## config.mk

```make
export PLATFORM = sky130hd
export DESIGN_NAME = uart_irq_dma_reset_ctrl
export DESIGN_NICKNAME = d
export VERILOG_FILES = /design/src/uart_ctl_pkg.sv /design/src/uart_irq_dma_reset_ctrl.sv
export SDC_FILE = /design/constraint.sdc
export NUM_CORES = 1
export LEC_CHECK = 0
export BUFFER_PORTS_ARGS = -buffer_cell sky130_fd_sc_hd__buf_2
export CAP_MARGIN = 20
export CORE_AREA = 10 10 144 146
export CTS_CLUSTER_DIAMETER = 100
export DETAILED_ROUTE_END_ITERATION = 7
export DIE_AREA = 0 0 154 156
export MAX_ROUTING_LAYER = met4
export PLACE_DENSITY_LB_ADDON = 0.08
export SYNTH_ARGS = -nofsm -noshare
export SYNTH_HDL_FRONTEND = slang
export SYNTH_SLANG_ARGS = --single-unit
```

## constraint.sdc

```tcl
create_clock -name clk_sys -period 3.93 [get_ports clk_sys]
set_input_delay 0 -clock clk_sys [delete_from_list [all_inputs] [get_ports clk_sys]]
set_output_delay 0 -clock clk_sys [all_outputs]
set_load 0.01 [all_outputs]
```

## src/uart_ctl_pkg.sv

```systemverilog
// uart_ctl_pkg: shared constants and carrier types of the serial port
// control block; assumes a 32-bit apb master on the same clock.
package uart_ctl_pkg;

    // register byte offsets
    localparam logic [7:0] OFS_IER = 8'h04; // irq_enable_reg
    localparam logic [7:0] OFS_IIR = 8'h08; // irq_ident_reg rd, fifo wr
    localparam logic [7:0] OFS_LCR = 8'h0c; // line_control
    localparam logic [7:0] OFS_LSR = 8'h14; // line_status_reg
    localparam logic [7:0] OFS_DLL = 8'h20; // divisor_low
    localparam logic [7:0] OFS_DLH = 8'h24; // divisor_high
    localparam logic [7:0] OFS_PEC = 8'h30; // power_emu_control

    // irq_enable_reg fields
    localparam int IER_RXA = 0; // rx_available_irq_en
    localparam int IER_TXE = 1; // tx_empty_irq_en
    localparam int IER_LS = 2; // line_status_irq_en
    // fifo_control fields
    localparam int FCR_EN = 0; // fifo_enable_bit
    localparam int FCR_TRG = 6; // rx_trigger_select, two bits
    // power_emu_control fields
    localparam int PEC_FREE = 0;
    localparam int PEC_RXR = 13; // rx_reset_release
    localparam int PEC_TXR = 14; // tx_reset_release
    // line_status_reg fields
    localparam int LSR_DR = 0; // rx_ready_flag
    localparam int LSR_OE = 1;
    localparam int LSR_PE = 2; // parity_error_flag
    localparam int LSR_FE = 3; // framing_error_flag
    localparam int LSR_BI = 4; // break_flag
    localparam int LSR_TX_HOLDING_EMPTY_FLAG = 5; // tx_holding_empty_flag
    localparam int LSR_TEMT = 6;

    // reset values
    localparam logic [2:0] IER_RST = 3'h0;
    localparam logic [7:0] FCR_RST = 8'h00;
    localparam logic [7:0] LCR_RST = 8'h00;
    localparam logic [2:0] PEC_RST = 3'h0;

    // identification codes, bit 0 high means nothing pending
    localparam logic [3:0] ID_NONE = 4'h1;
    localparam logic [3:0] ID_LINE = 4'h6;
    localparam logic [3:0] ID_RXA = 4'h4;
    localparam logic [3:0] ID_TMO = 4'hc;
    localparam logic [3:0] ID_TXE = 4'h2;

    // timing: oversampling and the timeout in character times
    localparam int OVERSAMPLE = 16;
    localparam int CHAR_TIMES = 4;
    localparam int BASE_BITS = 8; // char bits for 5-bit words

    // receive path status, from the datapath on clk_sys
    typedef struct packed {
        logic [4:0] level; // characters held
        logic push; // character entered, pulse
        logic pop; // character read, pulse
        logic head_err; // head character carries an error
        logic [3:0] err; // overrun, parity, framing, break pulses
        logic busy; // word in progress
    } rx_stat_t;

    // transmit path status, from the datapath on clk_sys
    typedef struct packed {
        logic empty; // holding or fifo empty, all moved out
        logic shifter_empty; // shifter idle too
        logic last_move; // last byte moved to shifter, pulse
        logic load; // holding/fifo written, pulse
        logic busy; // word in progress
    } tx_stat_t;

    // control handed to the datapath
    typedef struct packed {
        logic tx_run; // transmitter out of reset, not halted
        logic rx_run; // receiver out of reset, not halted
        logic fifo_mode;
        logic [1:0] word_len;
        logic baud_clk; // 16x baud level
        logic baud_tick; // 16x baud enable, pulse
    } ctl_out_t;

endpackage : uart_ctl_pkg

```

## src/uart_irq_dma_reset_ctrl.sv

```systemverilog
// uart_irq_dma_reset_ctrl: soft resets, interrupt arbiter, dma requests,
// suspend halting and baud clock of the serial port.
// assumes apb on clk_sys and a datapath on the same clock.
`timescale 1ns/10ps
`default_nettype none

// How it works
// transmitter runs only with its release set
// receiver runs only with its release set
// soft reset clears side state, not registers
// device reset forces state and registers
// software order: divisor, fifo, line, modem, release
// fifo enable written alone first
// one arbitrated interrupt line, unshared
// disabled requests not forwarded; timeout and line errors still recorded
// tx empty request, gated by its enable
// rx available request, level or trigger
// ready flag shows only unread characters
// fifo timeout after four idle character times
// timeout uses rx enable, no status flag
// line request on errors, flags pollable
// rx dma request at trigger or timeout
// no trigger rx dma while head char erroneous
// tx dma on last move or release
// no dma requests outside fifo mode
// dma channel enabled before the request
// suspend halts after current word unless free
// debug reads harmless except ident register
// divisor unreset, baud clock high until set
// line above rx/timeout above tx empty
// ident read clears tx empty request
// timeout cleared by read, push, rx release
// interrupt held while enabled requests pend
module uart_irq_dma_reset_ctrl #(
    parameter int TMO_W = 10 // timeout timer width
) (
    input wire logic clk_sys,
    input wire logic nrst,
    // apb slave
    input wire logic psel,
    input wire logic penable,
    input wire logic pwrite,
    input wire logic [7:0] paddr,
    input wire logic [31:0] pwdata,
    output logic pready,
    output logic pslverr,
    output logic [31:0] prdata,
    input wire logic dbg_access,
    // emulation suspend, asynchronous pin
    input wire logic emu_suspend,
    // datapath status
    input wire uart_ctl_pkg::rx_stat_t rx_stat,
    input wire uart_ctl_pkg::tx_stat_t tx_stat,
    // outputs
    output uart_ctl_pkg::ctl_out_t ctl,
    output logic irq,
    output logic rx_dma_request,
    output logic tx_dma_request
);
    import uart_ctl_pkg::*;

    localparam int MAX_LIM = (BASE_BITS + 3) * CHAR_TIMES * OVERSAMPLE;

    // refuse a timer too narrow for the longest timeout
    if (MAX_LIM >= (1 << TMO_W)) begin : g_chk
        $error("TMO_W too small for timeout");
    end

    ////////////////////////////////////////////////////////////////////
    // state
    typedef struct packed {
        logic [2:0] irq_enable_reg; // request enables
        logic [7:0] fifo_control; // fifo_control
        logic [7:0] line_control; // line_control
        logic [2:0] pec; // free, rx release, tx release
        logic [3:0] lsr_err; // sticky oe, pe, fe, bi
        logic txe_pend; // recorded tx empty request
        logic txe_prev; // tx empty seen last cycle
        logic tmo_pend; // recorded timeout request
        logic [TMO_W-1:0] tmo_cnt; // idle ticks
        logic trg_prev; // trigger reached last cycle
        logic tx_halt;
        logic rx_halt;
        logic div_set; // divisor written since reset
        logic [15:0] bcnt; // baud divider
        logic bclk; // baud level
        logic btick;
        logic rxdma;
        logic txdma;
        logic [31:0] rdata;
        logic sus_a; // synchroniser stage one
        logic sus_b; // synchroniser stage two
    } state_t;

    state_t st;
    state_t next_st;
    logic [15:0] div; // divisor latch, deliberately without reset
    logic [15:0] next_div;

    logic setup; // apb setup phase
    logic acc; // apb access completing
    logic wr;
    logic rd;
    logic hit;
    logic fifo_mode;
    logic [4:0] trig; // trigger level in characters
    logic at_trig; // rx level at or above trigger
    logic rxa_req; // rx available condition
    logic ls_req;
    logic [TMO_W-1:0] tmo_lim;
    logic [3:0] id;
    logic [7:0] irq_ident_reg;
    logic [7:0] line_status_reg;
    logic tx_rel_rise;
    logic suspend;

    ////////////////////////////////////////////////////////////////////
    // combinational decode
    always_comb begin
        setup = psel & ~penable;
        acc = psel & penable;
        wr = acc & pwrite;
        rd = acc & ~pwrite;
        hit = (paddr == OFS_IER) || (paddr == OFS_IIR)
            || (paddr == OFS_LCR) || (paddr == OFS_LSR)
            || (paddr == OFS_DLL) || (paddr == OFS_DLH)
            || (paddr == OFS_PEC);
        fifo_mode = st.fifo_control[FCR_EN];
        // trigger encodings 1, 4, 8, 14
        case (st.fifo_control[FCR_TRG +: 2])
            2'h0: trig = 5'h01;
            2'h1: trig = 5'h04;
            2'h2: trig = 5'h08;
            default: trig = 5'h0e;
        endcase
        at_trig = rx_stat.level >= trig;
        // non-fifo: any character; fifo: trigger reached
        rxa_req = fifo_mode ? at_trig : (rx_stat.level != 5'h00);
        ls_req = st.irq_enable_reg[IER_LS] & (st.lsr_err != 4'h0);
        // character bits 8..11 times four times sixteen
        tmo_lim = TMO_W'((BASE_BITS + 32'(st.line_control[1:0]))
            * CHAR_TIMES * OVERSAMPLE);
        // arbiter: line, then rx/timeout, then tx empty
        if (ls_req) begin
            id = ID_LINE;
        end else if (st.irq_enable_reg[IER_RXA] & rxa_req) begin
            id = ID_RXA;
        end else if (st.irq_enable_reg[IER_RXA] & st.tmo_pend) begin
            id = ID_TMO;
        end else if (st.txe_pend) begin
            id = ID_TXE;
        end else begin
            id = ID_NONE;
        end
        irq_ident_reg = {{2{fifo_mode}}, 2'h0, id};
        // err carries {oe, pe, fe, bi}; the register wants oe lowest
        line_status_reg = {1'b0, tx_stat.shifter_empty & tx_stat.empty,
            tx_stat.empty, st.lsr_err[0], st.lsr_err[1],
            st.lsr_err[2], st.lsr_err[3],
            rx_stat.level != 5'h00};
        tx_rel_rise = next_st.pec[2] & ~st.pec[2];
        suspend = st.sus_b & ~st.pec[PEC_FREE];
    end

    ////////////////////////////////////////////////////////////////////
    // next state
    always_comb begin
        next_st = st;
        next_div = div;
        // pin synchroniser, stage one read only by stage two
        next_st.sus_a = emu_suspend;
        next_st.sus_b = st.sus_a;

        // register writes; soft releases leave these alone
        if (wr) begin
            case (paddr)
                OFS_IER: next_st.irq_enable_reg = pwdata[2:0];
                OFS_IIR: next_st.fifo_control = pwdata[7:0];
                OFS_LCR: next_st.line_control = pwdata[7:0];
                OFS_DLL: begin
                    next_div[7:0] = pwdata[7:0];
                    next_st.div_set = 1'b1;
                end
                OFS_DLH: begin
                    next_div[15:8] = pwdata[7:0];
                    next_st.div_set = 1'b1;
                end
                OFS_PEC: next_st.pec = {pwdata[PEC_TXR],
                    pwdata[PEC_RXR], pwdata[PEC_FREE]};
                default: begin
                end
            endcase
        end

        // read data captured in setup, so pready can stay high
        if (setup) begin
            case (paddr)
                OFS_IER: next_st.rdata = {29'h0, st.irq_enable_reg};
                OFS_IIR: next_st.rdata = {24'h0, irq_ident_reg};
                OFS_LCR: next_st.rdata = {24'h0, st.line_control};
                OFS_LSR: next_st.rdata = {24'h0, line_status_reg};
                OFS_DLL: next_st.rdata = {24'h0, div[7:0]};
                OFS_DLH: next_st.rdata = {24'h0, div[15:8]};
                OFS_PEC: next_st.rdata = {17'h0, st.pec[2:1],
                    12'h0, st.pec[0]};
                default: next_st.rdata = 32'h0;
            endcase
        end

        // error flags: cleared by a normal lsr read, set wins
        if (rd & ~dbg_access & (paddr == OFS_LSR)) begin
            next_st.lsr_err = 4'h0;
        end
        if (st.pec[1]) begin
            next_st.lsr_err = next_st.lsr_err | rx_stat.err;
        end

        // tx empty request, recorded on the empty edge when enabled
        next_st.txe_prev = tx_stat.empty;
        if (tx_stat.load
            || (rd & (paddr == OFS_IIR))) begin
            next_st.txe_pend = 1'b0;
        end
        if (~st.irq_enable_reg[IER_TXE]) begin
            next_st.txe_pend = 1'b0;
        end else if (tx_stat.empty & ~st.txe_prev) begin
            next_st.txe_pend = 1'b1;
        end

        // receive timeout timer, fifo mode only
        if (~st.pec[1] | rx_stat.push | rx_stat.pop
            | ~fifo_mode | (rx_stat.level == 5'h00)) begin
            next_st.tmo_cnt = '0;
            next_st.tmo_pend = 1'b0;
        end else if (st.btick & ~st.rx_halt
            & (st.tmo_cnt < tmo_lim)) begin
            next_st.tmo_cnt = st.tmo_cnt + 1'b1;
            if (st.tmo_cnt + 1'b1 == tmo_lim) begin
                next_st.tmo_pend = 1'b1;
            end
        end

        // dma requests, one-cycle pulses
        next_st.trg_prev = at_trig;
        next_st.rxdma = fifo_mode & (
            (at_trig & ~st.trg_prev & ~rx_stat.head_err)
            | (next_st.tmo_pend & ~st.tmo_pend));
        next_st.txdma = fifo_mode & (
            (tx_stat.last_move & st.pec[2])
            | tx_rel_rise);

        // suspend: finish current word, then stop
        if (~suspend) begin
            next_st.tx_halt = 1'b0;
            next_st.rx_halt = 1'b0;
        end else begin
            if (~tx_stat.busy) begin
                next_st.tx_halt = 1'b1;
            end
            if (~rx_stat.busy) begin
                next_st.rx_halt = 1'b1;
            end
        end

        // baud divider; constant high until a divisor is set
        next_st.btick = 1'b0;
        if (~st.div_set | (div == 16'h0000)) begin
            next_st.bcnt = 16'h0000;
            next_st.bclk = 1'b1;
        end else if (st.bcnt >= div - 16'h0001) begin
            next_st.bcnt = 16'h0000;
            next_st.bclk = 1'b1;
            next_st.btick = 1'b1;
        end else begin
            next_st.bcnt = st.bcnt + 16'h0001;
            next_st.bclk = st.bcnt < (div >> 1);
        end
    end

    ////////////////////////////////////////////////////////////////////
    // state register: device reset forces every field
    always_ff @(posedge clk_sys or negedge nrst) begin
        if (!nrst) begin
            st <= '0;
            st.irq_enable_reg <= IER_RST;
            st.fifo_control <= FCR_RST;
            st.line_control <= LCR_RST;
            st.pec <= PEC_RST;
            st.bclk <= 1'b1;
            st.txe_prev <= 1'b1;
        end else begin
            st <= next_st;
        end
    end

    // divisor latch survives device reset on purpose
    always_ff @(posedge clk_sys) begin
        div <= next_div;
    end

    ////////////////////////////////////////////////////////////////////
    // outputs
    always_comb begin
        pready = 1'b1; // zero wait states
        pslverr = psel & penable & ~hit;
        prdata = st.rdata;
        ctl.tx_run = st.pec[2] & ~st.tx_halt;
        ctl.rx_run = st.pec[1] & ~st.rx_halt;
        ctl.fifo_mode = st.fifo_control[FCR_EN];
        ctl.word_len = st.line_control[1:0];
        ctl.baud_clk = st.bclk;
        ctl.baud_tick = st.btick;
        // single line, held while any enabled request pends
        irq = (st.irq_enable_reg[IER_LS] & (st.lsr_err != 4'h0))
            | (st.irq_enable_reg[IER_RXA] & ((st.fifo_control[FCR_EN]
            ? (rx_stat.level >= trig) : (rx_stat.level != 5'h00))
            | st.tmo_pend))
            | st.txe_pend;
        rx_dma_request = st.rxdma;
        tx_dma_request = st.txdma;
    end

endmodule : uart_irq_dma_reset_ctrl

`default_nettype wire

```

==> results.sh <==
export IMPL_gp_congestion=0.8205
export IMPL_slew_viol_final=0
export IMPL_rsz0062_at_grt="false"
export IMPL_p_per_area_mw_per_mm2=323.6
export IMPL_fin_util_pct=35.69
export IMPL_synth_edf_count=16
export IMPL_critPathMaxFanout=18
export IMPL_drive_gt1_share_pct=17.06
export IMPL_drc=0
export IMPL_synth_cell_type_count=69
export IMPL_cts_tree="built"
export IMPL_synth_top_area_cell="dfrtp_1"
export IMPL_path_clk_slew_ns=0.07
export IMPL_fin_crit_ns=3.426
export IMPL_io_pins=109
export IMPL_drtPass1Iterations=4
export IMPL_syn_area_per_cell_sq_um=9.612
export IMPL_seq_area_frac_synth_pct=40.86
export IMPL_peakVddDrop_mv=0.2885
export IMPL_tns_ns=0
export IMPL_vias_per_cell=4.930
export IMPL_mostFrequentLayoutCells="68 x dfrtp_1, 62 x buf_2, 53 x nand2_1"
export IMPL_chipWidth_microns=154
export IMPL_hold_class="input pin to flip-flop"
export IMPL_cts_made_buffers=9
export IMPL_die_area_sq_mm=0.02402
export IMPL_gr_total_overflow=0
export IMPL_antenna_cells=0
export IMPL_start_kind="flip-flop"
export IMPL_start_util_pct=30.65
export IMPL_final_fill_count=1802
export IMPL_clock_path_buffers=2
export IMPL_die_y_microns=156
export IMPL_grt_pass1_vias=4505
export IMPL_syn_cell_area_sq_mm=0.005469
export IMPL_dp_slack_ns=0.5082
export IMPL_antenna_found_initial=0
export IMPL_max_slew_margin_pct=34.03
export IMPL_synthFlopType="dfrtp_1"
export IMPL_drtIter0Drc=234
export IMPL_vias=4279
export IMPL_clkSinkCount=86
export IMPL_synth_seq_cells=86
export IMPL_synth_top_area_share_pct=31.11
export IMPL_synth_area_leaders="dfrtp_1 31%, edfxtp_1 8.8%, ha_1 8.7%"
export IMPL_coreArea_sq_mm=0.01784
export IMPL_track_usage_pct=13.31
export IMPL_timing_final_ws_setup_ns=0.5044
export IMPL_dp_hpwl_microns=11470
export IMPL_p_leak_nw=2.961
export IMPL_outcome="completed"
export IMPL_maxClockFrequency_mhz=291.9
export IMPL_syn_to_final_growth_pct=16.43
export IMPL_critPathCaptureType="flip-flop"
export IMPL_min_period_over_period_pct=87.16
export IMPL_clk_latency_ns=0.35
export IMPL_grt_max_degree=71
export IMPL_cts_max_level=3
export IMPL_maxCapViolCount=0
export IMPL_cts_repair_resize_count=0
export IMPL_setup_violations=0
export IMPL_post_cts_buffers=0
export IMPL_worstMarginPinSlew_ns=0.9896
export IMPL_worstSetupPathType="flip-flop to flip-flop"
export IMPL_largest_register_ffs=48
export IMPL_grt_pass1_wl_microns=25140
export IMPL_totalWireLength_microns=15490
export IMPL_rows=49
export IMPL_postRouteAntennaNets=0
export IMPL_synth_async_reset_ratio_pct=81.40
export IMPL_largest_register="st"
export IMPL_arrival_ns=3.69
export IMPL_io_buffer_count=63
export IMPL_syn_inst=569
export IMPL_hold_violations=0
export IMPL_root_buffer="clkbuf_16"
export IMPL_worstPathRequired_ns=4.20
export IMPL_clock_skew_final_ns=0.008821
export IMPL_wl_per_cell_microns=17.84
export IMPL_yosysWarnings=0
export IMPL_final_common_cell="dfrtp_1"
export IMPL_total_power_mw=2.061
export IMPL_final_nets=737
power by group:
| group | leakage, nW | internal (mW) | total, mW | switching (mW) |
|---|---|---|---|---|
| registers | 1.08 | 0.926 | 0.942 | 0.0169 |
| logic | 1.72 | 0.0605 | 0.147 | 0.0868 |
| clock network | 0.161 | 0.567 | 0.971 | 0.404 |
| total | 2.96 | 1.55 | 2.06 | 0.508 |
cells by family after synthesis:
group | share of synthesized area [%]
AO/OA/AOI/OAI | 12.67
XOR/XNOR | 5.765
adder cells (fa/ha/maj) | 8.694
buffers and inverters | 8.877
flip-flops | 40.86
multiplexers | 3.432
other | 0.1373
AND/OR/NAND/NOR | 19.56
metrics by stage:
step                area [sq um]  hold WS [ns]  cells
floorplan                   5548       -0.2956    590
global placement            5798        0.1092    828
detailed placement          5798        0.1127    828
CTS                         6367       0.01294    868
global route                6367       0.02739    868
finish                      6367       0.02149    868
Yosys cell counts (all sizes together), types with 2 or more instances:
cell type   n
a31oi       4
nor2b       7
nand2      53
dfrtp      68
nor3b       3
clkbuf     14
xnor2      25
edfxtp     16
and3       13
mux2i       3
buf        41
or3         4
a21oi      17
xor2       11
a211oi      5
or2         2
nand3b      2
nor2       39
nand4      11
a221oi      6
nand3      24
nor4        4
nand2b      8
a22o        7
a22oi       2
a21o       11
conb        2
dfstp       2
mux2       14
o22a        2
a211o       2
inv        33
a221o       2
o21ai      19
o22ai       2
o31ai       2
a21boi      2
nor3       28
ha         38
and2        3
routing by layer:
metal | share of wire, % | GRT usage [%]
met4 | 1.1 | 3.059
met5 | 0 | -
met3 | 4.7 | 3.391
met2 | 44 | 19.74
met1 | 50 | 17.82
worst paths after layout:
| kind | from | endpoint | slack (ns) | cells after the start |
|---|---|---|---|---|
| worst min-delay path | paddr[6] | prdata[0]$_DFFE_PN0P_ | 0.02 | 4 |
| min in group asynchronous | nrst | st[49]$_DFF_PN0_ | 0.36 | 2 |
| worst min register to register | next_st[0]$_DFF_PN0_ | st[0]$_DFF_PN0_ | 0.36 | 0 |
| worst max register to register | div[3]$_DFFE_PP_ | ctl[1]$_DFF_PN1_ | 0.50 | 12 |
| max in group asynchronous | nrst | tx_dma_request$_DFF_PN0_ | 2.94 | 2 |
| worst max-delay path | div[3]$_DFFE_PP_ | ctl[1]$_DFF_PN1_ | 0.50 | 12 |
final cells by class:
type | count | area (sq um) | share of cell area, %
Clock buffer | 9 | 225.2 | 3.537
Inverter | 33 | 123.9 | 1.945
Tap cell | 229 | 286.5 | 4.500
Clock inverter | 7 | 103.9 | 1.631
Multi-Input combinational cell | 416 | 2828 | 44.41
Timing Repair Buffer | 88 | 565.5 | 8.882
Sequential cell | 86 | 2235 | 35.10
critical path: stages, from the launching register on:
cell and delay, ns:
edfxtp_1 0.50, nor4_4 0.35, nand2_1 0.09, nor3_1 0.25, nand4_1 0.21, xnor2_1 0.17, ha_1 0.29, a21o_1 0.19
a21o_1 0.18, a21oi_1 0.19, o21ai_0 0.12, a21o_1 0.39, or3_1 0.43
repair_timing:
| action | CTS | global route |
|---|---|---|
| endpoints found under the setup margin | 0 | 0 |
| hold buffers | 24 | 0 |
| hold endpoints to repair | 113 | 0 |
Note: power is estimated with default switching activity, not from simulation.
